$ cat src/design/host_port_defines.vh
/*
 host port constants: widths, timing counts, reset values.
 assumes a 50 MHz system clock.
*/
`ifndef HOST_PORT_DEFINES_VH
`define HOST_PORT_DEFINES_VH
`define HP_DATA_W 16
`define HP_ADDR_W 8
`define HP_CLK_NS 20
`define HP_XFER_CYC 2
`define HP_DATA_RST 16'h0000
`define HP_ADDR_RST 8'h00
`endif

$ cat src/design/host_cpu_port.v
/*
 asynchronous 16-bit host cpu port, both strobe styles on shared pins.
 assumes the host leaves select high two clocks after each write and
 that register read data comes from same-clock logic.
*/
// Behaviour
// both bus styles, no mode pin
// direction style: oe tied low, select qualifies
// two-strobe style: read on oe, write on we
// drive read data once read is qualified
// capture write on rising we or select
// move preload to register within two clocks
// host idles select two clocks after write
// data bus released unless read qualified
`timescale 1ns/100ps
`include "host_port_defines.vh"
module host_cpu_port #(
    parameter DATA_W = `HP_DATA_W,
    parameter ADDR_W = `HP_ADDR_W
) (
    input wire I_CLK,
    input wire I_ARST_N,
    input wire I_CS_N,
    input wire I_RW_N,
    input wire I_OE_N,
    input wire [ADDR_W-1:0] I_ADDR,
    input wire [DATA_W-1:0] I_DATA,
    input wire [DATA_W-1:0] I_RD_DATA,
    output reg [DATA_W-1:0] O_DATA,
    output reg O_DATA_OE,
    output reg [ADDR_W-1:0] O_RD_ADDR,
    output reg O_WR_STB,
    output reg [ADDR_W-1:0] O_WR_ADDR,
    output reg [DATA_W-1:0] O_WR_DATA
);
    // write tracking states; binary coded
    localparam ST_IDLE = 2'b00;
    localparam ST_WR = 2'b01;
    localparam ST_XFER = 2'b10;

    // stage one of each synchroniser; read only by stage two
    reg cs_s1_r;
    reg rw_s1_r;
    reg oe_s1_r;
    reg [ADDR_W-1:0] addr_s1_r;
    reg [DATA_W-1:0] data_s1_r;

    // stage two; the only copy that logic may read
    reg cs_s2_r;
    reg rw_s2_r;
    reg oe_s2_r;
    reg [ADDR_W-1:0] addr_s2_r;
    reg [DATA_W-1:0] data_s2_r;

    // write tracking and pre-load holding register
    reg [1:0] state_r;
    reg [1:0] state_nxt;
    reg [ADDR_W-1:0] pre_addr_r;
    reg [ADDR_W-1:0] pre_addr_nxt;
    reg [DATA_W-1:0] pre_data_r;
    reg [DATA_W-1:0] pre_data_nxt;

    // next values of the internal write port
    reg wr_stb_nxt;
    reg [ADDR_W-1:0] wr_addr_nxt;
    reg [DATA_W-1:0] wr_data_nxt;

    // read path
    reg rd_d_r;
    reg rd_d_nxt;
    reg data_oe_nxt;

    wire wr_act;
    wire rd_act;
    wire xfer;

    // read: select and output enable low, direction high
    function read_qual;
        input cs_n;
        input oe_n;
        input rw_n;
        begin
            read_qual = ~cs_n & ~oe_n & rw_n;
        end
    endfunction

    // write: select and write strobe low; oe plays no part
    function write_qual;
        input cs_n;
        input rw_n;
        begin
            write_qual = ~cs_n & ~rw_n;
        end
    endfunction

    // oe tied low in direction style, so one decode serves both
    assign rd_act = read_qual(cs_s2_r, oe_s2_r, rw_s2_r);
    assign wr_act = write_qual(cs_s2_r, rw_s2_r);
    assign xfer = (state_r == ST_XFER);

    // control pins
    always @(posedge I_CLK or negedge I_ARST_N) begin
        if (!I_ARST_N) begin
            cs_s1_r <= 1'b1;
            cs_s2_r <= 1'b1;
            rw_s1_r <= 1'b1;
            rw_s2_r <= 1'b1;
            oe_s1_r <= 1'b1;
            oe_s2_r <= 1'b1;
        end else begin
            cs_s1_r <= I_CS_N;
            cs_s2_r <= cs_s1_r;
            rw_s1_r <= I_RW_N;
            rw_s2_r <= rw_s1_r;
            oe_s1_r <= I_OE_N;
            oe_s2_r <= oe_s1_r;
        end
    end

    // per-bit sync only safe as host holds address steady
    always @(posedge I_CLK or negedge I_ARST_N) begin
        if (!I_ARST_N) begin
            addr_s1_r <= `HP_ADDR_RST;
            addr_s2_r <= `HP_ADDR_RST;
        end else begin
            addr_s1_r <= I_ADDR;
            addr_s2_r <= addr_s1_r;
        end
    end

    // same limitation for write data
    always @(posedge I_CLK or negedge I_ARST_N) begin
        if (!I_ARST_N) begin
            data_s1_r <= `HP_DATA_RST;
            data_s2_r <= `HP_DATA_RST;
        end else begin
            data_s1_r <= I_DATA;
            data_s2_r <= data_s1_r;
        end
    end

    // whichever of we or select rises first ends the write
    always @* begin
        state_nxt = state_r;
        case (state_r)
            ST_IDLE: begin
                if (wr_act) begin
                    state_nxt = ST_WR;
                end
            end
            ST_WR: begin
                if (!wr_act) begin
                    state_nxt = ST_XFER;
                end
            end
            ST_XFER: begin
                if (wr_act) begin
                    state_nxt = ST_WR;
                end else begin
                    state_nxt = ST_IDLE;
                end
            end
            default: begin
                state_nxt = ST_IDLE;
            end
        endcase
    end

    // preload tracks the bus while strobed; frozen at the end
    always @* begin
        pre_addr_nxt = pre_addr_r;
        pre_data_nxt = pre_data_r;
        if (wr_act) begin
            pre_addr_nxt = addr_s2_r;
            pre_data_nxt = data_s2_r;
        end
    end

    always @(posedge I_CLK or negedge I_ARST_N) begin
        if (!I_ARST_N) begin
            state_r <= ST_IDLE;
            pre_addr_r <= `HP_ADDR_RST;
            pre_data_r <= `HP_DATA_RST;
        end else begin
            state_r <= state_nxt;
            pre_addr_r <= pre_addr_nxt;
            pre_data_r <= pre_data_nxt;
        end
    end

    // transfer one clock after capture, done inside two clocks
    always @* begin
        wr_stb_nxt = xfer;
        wr_addr_nxt = O_WR_ADDR;
        wr_data_nxt = O_WR_DATA;
        if (xfer) begin
            wr_addr_nxt = pre_addr_r;
            wr_data_nxt = pre_data_r;
        end
    end

    always @(posedge I_CLK or negedge I_ARST_N) begin
        if (!I_ARST_N) begin
            O_WR_STB <= 1'b0;
            O_WR_ADDR <= `HP_ADDR_RST;
            O_WR_DATA <= `HP_DATA_RST;
        end else begin
            O_WR_STB <= wr_stb_nxt;
            O_WR_ADDR <= wr_addr_nxt;
            O_WR_DATA <= wr_data_nxt;
        end
    end

    // enable waits one clock more so data matches the address;
    // costs a cycle of access time, never drives stale data
    always @* begin
        rd_d_nxt = rd_act;
        data_oe_nxt = rd_d_r & rd_act;
    end

    // idle gap from host keeps write and read apart
    always @(posedge I_CLK or negedge I_ARST_N) begin
        if (!I_ARST_N) begin
            O_RD_ADDR <= `HP_ADDR_RST;
            O_DATA <= `HP_DATA_RST;
            rd_d_r <= 1'b0;
            O_DATA_OE <= 1'b0;
        end else begin
            O_RD_ADDR <= addr_s2_r;
            O_DATA <= I_RD_DATA;
            rd_d_r <= rd_d_nxt;
            O_DATA_OE <= data_oe_nxt;
        end
    end
endmodule

$ cat config.mk
export PLATFORM = sky130hd
export DESIGN_NAME = host_cpu_port
export DESIGN_NICKNAME = d
export VERILOG_FILES = /design/src/design/host_cpu_port.v
export VERILOG_INCLUDE_DIRS = /design/src /design/src/design
export SDC_FILE = /design/constraint.sdc
export NUM_CORES = 1
export LEC_CHECK = 0
export BUFFER_PORTS_ARGS = -buffer_cell sky130_fd_sc_hd__buf_2
export CAP_MARGIN = 20
export CORE_MARGIN = 2
export CORE_UTILIZATION = 50
export CTS_BUF_LIST = sky130_fd_sc_hd__clkbuf_4
export DETAILED_ROUTE_END_ITERATION = 8
export PLACE_DENSITY = 0.75
export SLEW_MARGIN = 20
export SYNTH_ARGS = -nofsm -noshare
export SYNTH_HDL_FRONTEND = slang
export SYNTH_SLANG_ARGS = --single-unit
$ cat constraint.sdc
create_clock -name I_CLK -period 3.14 [get_ports I_CLK]
set_clock_uncertainty 0.1 [all_clocks]
set_input_delay 0.628 -clock I_CLK [delete_from_list [all_inputs] [get_ports I_CLK]]
set_output_delay 0.628 -clock I_CLK [all_outputs]
set_load 0.005 [all_outputs]
==> results of run 1 <==
[registers in the layout, indices dropped and copies added (netlist names)]
| signal | flops |
|---|---|
| state_r | 2 |
| cs_s2_r | 1 |
| data_s2_r | 16 |
| pre_data_r | 16 |
| O_DATA | 16 |
| rw_s1_r | 1 |
| cs_s1_r | 1 |
| data_s1_r | 16 |
| rd_d_r | 1 |
| O_WR_STB | 1 |
| rw_s2_r | 1 |
| oe_s2_r | 1 |
| O_DATA_OE | 1 |
| O_WR_DATA | 16 |
| pre_addr_r | 8 |
| addr_s1_r | 8 |
| O_RD_ADDR | 8 |
| oe_s1_r | 1 |
| addr_s2_r | 8 |
| O_WR_ADDR | 8 |
[cell type report]
cell class / count / area, um2 / share of cell area [%]
Inverter: 1 / 3.754 / 0.07722
Clock buffer: 17 / 127.6 / 2.625
Sequential cell: 131 / 3286 / 67.59
Tap cell: 102 / 127.6 / 2.625
Timing Repair Buffer: 95 / 496.7 / 10.22
Multi-Input combinational cell: 54 / 660.6 / 13.59
Clock inverter: 15 / 158.9 / 3.269
[cells by family (layout without fill, tap and decap cells)]
kind of cell / Yosys count / after routing / share of synthesized area [%]
buffers and inverters: 6 / 128 / 1.745
flip-flops: 131 / 131 / 81.86
multiplexers: 48 / 48 / 15.24
AO/OA/AOI/OAI: 1 / 1 / 0.1871
AND/OR/NAND/NOR: 5 / 5 / 0.9664
[worst max-delay path by stage]
stage	start	to	slack, ps	cells past startpoint
after global routing	O_WR_ADDR[1]$_DFFE_PN0N_	O_WR_ADDR[1]	1300	1
after detailed placement	state_r[0]$_DFFE_PN0P_	O_WR_ADDR[6]$_DFFE_PN0N_	1420	2
after CTS	O_WR_DATA[12]$_DFFE_PN0N_	O_WR_DATA[12]	1330	1
final	O_WR_ADDR[6]$_DFFE_PN0N_	O_WR_ADDR[6]	1370	1
after floorplan	state_r[0]$_DFFE_PN0P_	O_WR_DATA[10]$_DFFE_PN0N_	1850	4
after global placement	state_r[0]$_DFFE_PN0P_	O_WR_DATA[10]$_DFFE_PN0N_	1480	2
[layer usage]
| layer | wire length (um) | vias up |
|---|---|---|
| li1 | - | 873 |
| met1 | 2255 | 955 |
| met5 | 0 | - |
| met2 | 3176 | 61 |
| met3 | 331 | 13 |
| met4 | 141 | 0 |
[metrics by stage]
stage	power (mW)	hold WS, ps	std cells
6_report	3.488	22.59	415
5_1_grt	3.667	38.97	415
4_1_cts	3.546	29.08	415
3_5_place_dp	2.444	234.7	383
3_3_place_gp	2.415	231.0	383
2_1_floorplan	2.215	231.2	191
[cells in the final DEF (no fill, tap or decap)]
master      Yosys  layout
and2_1          1       1
nor3b_1         2       2
clkinvlp_4      0       2
dfstp_2         6       6
a211oi_1        1       1
clkinv_4        0       5
inv_6           0       3
buf_12          2       1
inv_1           1       1
clkinv_2        0       2
clkbuf_4        0      17
mux2_4         19      19
bufinv_16       0       2
nor2_4          1       1
clkinv_1        0       1
buf_2           0      93
mux2_2         29      29
buf_6           1       1
dfrtp_1       125     125
nand2b_2        0       1
[power by group through the flow]
stage / registers (mW) / logic (mW) / clock network [mW]
after global routing: 2.01 / 0.450 / 1.21
final: 1.98 / 0.412 / 1.09
after CTS: 1.99 / 0.426 / 1.13
after floorplan: 2.01 / 0.204 / 0
after detailed placement: 2.02 / 0.425 / 0
after global placement: 2.01 / 0.405 / 0
==> metrics.txt, run 1 <==
Die ar.=8760 um2; VDD IR-drop max=0.5077 mV; final worst setup slack=1374 ps; DRC=0; Die X=roughly 94 um; final hold violation count=0; RSZ-0062 raised after global routing=no; setup TNS=0 ps; fin nets=345; WS Path Type=reg2out; Synth Register Bits=131; main area contributors after synthesis=dfrtp_1, mux2_2, mux2_4; fmax=0.5663 GHz; Total Routed Length=5904 um; worst flop-to-flop path startpoint=state_r[0]$_DFFE_PN0P_; outcome=complete, no violations; Final Instance Area=4861 um2; Slew Viols, Final=0; post-CTS setup buffer count=0; CP Launch Type=register; asr flop ratio synth=100.0%; Max-slew headroom=41.94%; layout cells sized above 1=58.15%; CTS Hold Buffers Added=0; critical-path cell list=buf_2; initial core utilization=51.68%; CTS max path bufs=2; Post-synth EDFFs=0; CTS tree=done; initial DRC count=66; synth unique cells=13; CP max stage cell=dfrtp_1; worst slew pin tran=870.8 ps; post-synthesis sequential area ratio=approximately four fifths; Flop pwr share=56.8%; total global-route track usage=15.38%; CTS Root Cell=clkbuf_4; P_sw=860.7 uW; top cell type's share of synthesized area=77.93%; worst-path fanout max=2; Reg2Reg Setup Slack=1410 ps; chip height=a little over 90 um; met2 usage=roughly a quarter; Lkg Pwr=approximately 2.4 nW; Max Cap Violations=0; clock share of power=31.3%; vias in the first global route=~2000; Internal Pwr Total=2.628 mW; Layout area overhead=21.10%; largest net degree at the start of global routing=80; remaining global-route overflow=0; Hold Crit Class=in2async; GPL Wtd Cong=0.6937; main flop type after synthesis=dfrtp_1; Synth Cell Area=4014 um2; worst path bufs/invs=1; Post-Syn Instances=191; Top Usage Layer GRT=met2; Reg2Reg Depth=2; CP arrival=1040 ps; clk_lat worst skew=500 ps; met3 usage=under 10%; CP peak stage delay=410 ps; most numerous cell in the Yosys netlist=dfrtp_1; Rows=32; met1 Track Usage GR=17.73%; # setup viols final=0; Post-DRT Antenna Nets=0; drt via density=~4.6; global-route wire length before repair=roughly 10000 um; Yosys Warn Count=0; Post-synth top cells=dfrtp_1, mux2_2, mux2_4; Mean Syn Cell Area=~21 um2; post-DP HPWL=around 3900 um; initial antenna violation count=0; endpoint class of the critical path=primary output; CTS Buf Count=17; CTS resizes=0; post-layout min period=1766 ps; Cell Pwr Density=around 720 nW/um2; Final period util=56.24%; fin util=62.58%; delay-heaviest family, CP=flip-flops; CTS sink count=131; # diodes=0; Placed Area=4574 um2; Net Count, Synth=around 240; core region area=7767 um2; Yosys top cell by area=dfrtp_1; drt wl/cell=14.23 um; sw frac=24.67%; Worst EP required=2410 ps; CTS H-tree depth=4; 1st-pass router iterations=4; post-place setup slack=1422 ps; # port buffers=94; fillers=about 600; IO Count=95; FF-to-FF End=O_WR_ADDR[7]$_DFFE_PN0N_; vias=1902; CTS clk-pin slew, worst paths=~110 ps; Comb pwr share=11.8%
No activity file was read; power rests on OpenSTA's default activity.
==> run 2, diff against run 1 <==
CORE_UTILIZATION = 49   (was 50)
PLACE_DENSITY = 0.77   (was 0.75)
clock period = 1.6 ns   (was 3.14 ns; I/O delays follow)
==> run 2 against run 1 <==
  * Die area increased by 2.0%
  * Non-clock buffer count increased by 48
  * Clock power increased by 73%
  * First-iteration DRC count decreased by 17%
  * Global-route usage increased by 1.7 points
  * Critical path depth unchanged
  * Critical endpoint is now O_DATA[0]
  * Largest cell class unchanged
==> metrics.txt, run 2 (synthesis gave the netlist of run 1 again) <==
CP arrival=1030 ps (about the same); CTS Root Cell=clkbuf_4; DRC=0 (unchanged); setup TNS=0 ps (unchanged); worst slew pin tran=449.0 ps (-421.8 ps); CTS max path bufs=2 (unchanged); vias in the first global route=2265 (+11%); fmax=0.6890 GHz; fin nets=394 (+14%); CP peak stage delay=410 ps (about the same); critical-path cell list=buf_2; CTS H-tree depth=4 (unchanged); CTS sink count=131 (unchanged); RSZ-0062 raised after global routing=no; Final period util=roughly 90%; Die ar.=8931 um2 (+2.0%); final hold violation count=0 (unchanged); Final Instance Area=5329 um2 (+9.6%); global-route wire length before repair=10960 um (+13%); Lkg Pwr=2.570 nW (+7.7%); Layout area overhead=32.76%; post-CTS setup buffer count=0 (unchanged); Post-DRT Antenna Nets=0 (unchanged); initial core utilization=49.60% (-2.1 points); commonest non-fill, non-tap cells in the layout=dfrtp_1, buf_2, dlygate4sd3_1, mux2_2, mux2_4; Slew Viols, Final=0 (unchanged); core region area=8093 um2 (+4.2%); Hold Crit Class=in2async; Rows=33 (+3.1%); Overall Power=6.689 mW (+92%); worst flop-to-flop path startpoint=cs_s2_r$_DFF_PN1_; Max Cap Violations=0 (unchanged); largest net degree at the start of global routing=44 (-45%); worst-path fanout max=1 (-1); post-layout min period=1451 ps; final worst setup slack=148.6 ps (-1225 ps); CTS tree=done; GPL Wtd Cong=0.6298 (-9.2%); endpoint class of the critical path=primary output; commonest non-fill, non-tap cell in the layout=dfrtp_1; # port buffers=94 (unchanged); post-place setup slack=-40.58 ps (-1463 ps); VDD IR-drop max=0.6403 mV (+26%); initial antenna violation count=0 (unchanged); outcome=complete, no violations; total global-route track usage=17.10% (+1.7 points); Cell Pwr Density=1255 nW/um2 (+75%); Placed Area=4633 um2 (+1.3%); post-DP HPWL=3888 um (+0.47%); drt via density=4.539 (-0.97%); crit path from=O_DATA[0]$_DFF_PN0_; WS Path Type=reg2out; clk_lat worst skew=490 ps (about the same); # setup viols final=0 (unchanged); vias=2115 (+11%); 1st-pass router iterations=4 (unchanged); drt wl/cell=14.53 um (+2.1%); chip height=94.51 um (+0.97%); IO Count=95 (unchanged); # diodes=0 (unchanged); worst path bufs/invs=1 (unchanged); CP Launch Type=register; Worst EP required=1180 ps (-1230 ps); CTS Buf Count=17 (unchanged); Total Routed Length=6772 um (+15%); layout cells sized above 1=51.25% (-6.9 points); delay-heaviest family, CP=flip-flops; CP max stage cell=dfrtp_1; Max-slew headroom=69.99% (+28 points); initial DRC count=55 (-17%); CTS clk-pin slew, worst paths=120 ps (about the same); remaining global-route overflow=0 (unchanged); Die X=94.51 um (+0.97%)
-- run 2: changes by cell type in the layout (fill, tap and decap cells not counted), moves of 2 or more --
cell,previous run,this run
buf_12,1,3
buf_4,0,2
clkinv_4,5,2
clkinvlp_4,2,5
dlygate4sd3_1,0,44
inv_6,3,1
-- run 2: worst paths after layout --
check	end	slack (ps)	cells after the start
worst max-delay path	O_DATA[0]	150	1
worst min-delay path	O_DATA[12]$_DFF_PN0_	170	2
worst max register to register	pre_addr_r[3]$_DFFE_PN0N_	170	2
worst min register to register	data_s2_r[1]$_DFF_PN0_	250	0
max in group asynchronous	pre_data_r[7]$_DFFE_PN0N_	690	3
min in group I_CLK	data_s2_r[1]$_DFF_PN0_	250	0
-- run 2: routing by layer --
layer  vias to the layer above  part of all wire, %  GRT usage [%]
li1                        963                    -              -
met2                        62                   54          27.08
met5                         -                    0              0
met1                      1079                   40          20.80
met4                         0                  1.8          8.454
met3                        11                  4.3          6.385
-- run 2: metrics by stage --
stage	std cells	util [%]	hold slack, ps
6_report	466	65.85	170.7
5_1_grt	466	65.85	140.7
4_1_cts	466	65.85	138.2
3_5_place_dp	390	57.25	127.3
3_3_place_gp	390	57.25	122.5
2_1_floorplan	191	-	-75.59
-- run 2: what timing repair did --
item,in CTS,in global routing
endpoints found under the setup margin,24,0
hold buffers,44,0
gates resized for setup,1,0
endpoints found under the hold margin,174,0
-- run 2: cell type report --
cell class / instances / area, um2
Clock inverter: 14 / 116.4
Timing Repair Buffer: 143 / 992.2
Multi-Input combinational cell: 55 / 671.9
Tap cell: 105 / 131.4
Inverter: 1 / 3.754
Clock buffer: 17 / 127.6
Sequential cell: 131 / 3286
Fill cell: 589 / 2764
-- run 2: report_power, final --
group          internal (mW)  leakage, nW  total, mW  switching, mW
Combinational          0.592        0.912      0.902          0.309
Sequential              3.71         1.54       3.90          0.194
Clock                  0.749        0.121       1.89           1.14
==> run 3, diff against run 2 <==
ABC_CLOCK_PERIOD_IN_PS = 1600   (was not set)
MAX_ROUTING_LAYER = met4   (was not set)
==> run 3 against run 2 <==
  * Clock power barely moved
  * Non-clock buffer count did not move
  * Register-to-register slack barely moved
  * Global-route usage rose by 0.52 points
  * Cell area did not move
  * Setup slack got worse by 5.3 ps
  * Highest routed layer unchanged
  * Total power barely moved
  * Clock-buffer cell count did not move
  * First-iteration DRC count rose by 16%
  * Hold slack got worse by 3.3 ps
==> metrics.txt, run 3 (synthesis gave the netlist of run 1 again) <==
CTS Root Cell=clkbuf_4; CP Launch Type=register; CP max stage cell=dfrtp_1; endpoint class of the critical path=primary output; Lkg Pwr=2.570 nW (unchanged); global-route wire length before repair=10960 um (unchanged); Hold Crit Class=in2async; post-place setup slack=-40.58 ps (unchanged); DRC=0 (unchanged); FF-to-FF End=pre_data_r[7]$_DFFE_PN0N_; Total Routed Length=6796 um (+0.35%); worst path bufs/invs=1 (unchanged); Max Cap Violations=0 (unchanged); Post-DRT Antenna Nets=0 (unchanged); fin nets=394 (unchanged); Rows=33 (unchanged); worst slew pin tran=449.8 ps (+0.8126 ps); Placed Area=4633 um2 (unchanged); CTS clk-pin slew, worst paths=110 ps (about the same); delay-heaviest family, CP=flip-flops; # diodes=0 (unchanged); chip height=94.51 um (unchanged); largest net degree at the start of global routing=44 (unchanged); vias=2125 (+0.47%); worst flop-to-flop path startpoint=cs_s2_r$_DFF_PN1_; CTS Buf Count=17 (unchanged); commonest non-fill, non-tap cell in the layout=dfrtp_1; VDD IR-drop max=0.6405 mV (about the same); post-CTS setup buffer count=0 (unchanged); post-DP HPWL=3888 um (unchanged); clk_lat worst skew=490 ps (about the same); layout cells sized above 1=51.25% (unchanged); worst-path fanout max=1 (unchanged); initial antenna violation count=0 (unchanged); drt via density=4.560 (+0.47%); Reg2Reg Setup Slack=180 ps (about the same); remaining global-route overflow=0 (unchanged); Slew Viols, Final=0 (unchanged); CP arrival=1040 ps (about the same); RSZ-0062 raised after global routing=no; critical-path cell list=buf_2; commonest non-fill, non-tap cells in the layout=dfrtp_1, buf_2, dlygate4sd3_1, mux2_2, mux2_4; final hold violation count=0 (unchanged); Final Instance Area=5329 um2 (unchanged); CTS H-tree depth=4 (unchanged); drt wl/cell=14.58 um (+0.35%); outcome=complete, no violations; IO Count=95 (unchanged); initial DRC count=64 (+16%); Final period util=91.04% (+0.33 points); Die ar.=8931 um2 (unchanged); Min Hold Slack=167.4 ps (-3.272 ps); fillers=589 (unchanged); # port buffers=94 (unchanged); Die X=94.51 um (unchanged); CTS tree=done; CTS max path bufs=2 (unchanged); total global-route track usage=17.61% (+0.52 points); WS Path Type=reg2out; post-layout min period=1457 ps (+5.318 ps); Reg2Reg Depth=2 (unchanged); CP peak stage delay=410 ps (about the same); Layout area overhead=32.76% (unchanged); CTS sink count=131 (unchanged); # setup viols final=0 (unchanged); Cell Pwr Density=1256 nW/um2 (about the same); initial core utilization=49.60% (unchanged); Worst EP required=1180 ps (about the same); vias in the first global route=2256 (-0.40%); GPL Wtd Cong=0.6347 (+0.78%); Max-slew headroom=69.94% (about the same); 1st-pass router iterations=4 (unchanged); fmax=0.6865 GHz (-0.37%); core region area=8093 um2 (unchanged); final worst setup slack=143.3 ps (-5.318 ps)
## run 3: worst max path at each step
stage / startpoint / cells past startpoint / end
5_1_grt: O_DATA[0]$_DFF_PN0_ / 1 / O_DATA[0]
3_3_place_gp: rw_s2_r$_DFF_PN1_ / 2 / pre_data_r[10]$_DFFE_PN0N_
2_1_floorplan: state_r[0]$_DFFE_PN0P_ / 4 / O_WR_DATA[10]$_DFFE_PN0N_
4_1_cts: O_WR_DATA[13]$_DFFE_PN0N_ / 1 / O_WR_DATA[13]
6_report: O_DATA[0]$_DFF_PN0_ / 1 / O_DATA[0]
3_5_place_dp: rw_s2_r$_DFF_PN1_ / 2 / pre_addr_r[1]$_DFFE_PN0N_
## run 3: worst reg2reg max path, cell delays in order (launching register included)
cell     delay (ps)
dfstp_2         430
nor2_4          390
mux2_2          390
## run 3: repair_timing
action	in CTS	in global routing
gates resized for setup	1	0
endpoints found under the hold margin	174	0
setup endpoints to repair	24	0
hold buffers	44	0
## run 3: where the power goes
part	switching (mW)	internal [mW]	leakage (nW)
clock network	1.14	0.749	0.121
registers	0.194	3.71	1.54
logic	0.310	0.592	0.912
## run 3: metal layers
metal	share of wire, %	global-route usage (%)
met1	41	20.97
met3	4.1	6.225
met2	53	27.02
met5	0	-
met4	2.0	8.454
## run 3: area by class of cell
cell class                 count  area, um2  area share, %
multi-input combinational     55      671.9          12.61
tap                          105      131.4          2.465
clock buffer                  17      127.6          2.395
inverter                       1      3.754        0.07044
timing repair buffer         143      992.2          18.62
clock inverter                14      116.4          2.184
sequential                   131       3286          61.66
## run 3: through the flow
stage	power (mW)	util [%]	cells	setup TNS (ps)
floorplan	4.347	-	191	0
global placement	4.747	57.25	390	0
detailed placement	4.793	57.25	390	-749.2
CTS	6.788	65.85	466	0
global route	7.066	65.85	466	0
finish	6.694	65.85	466	0
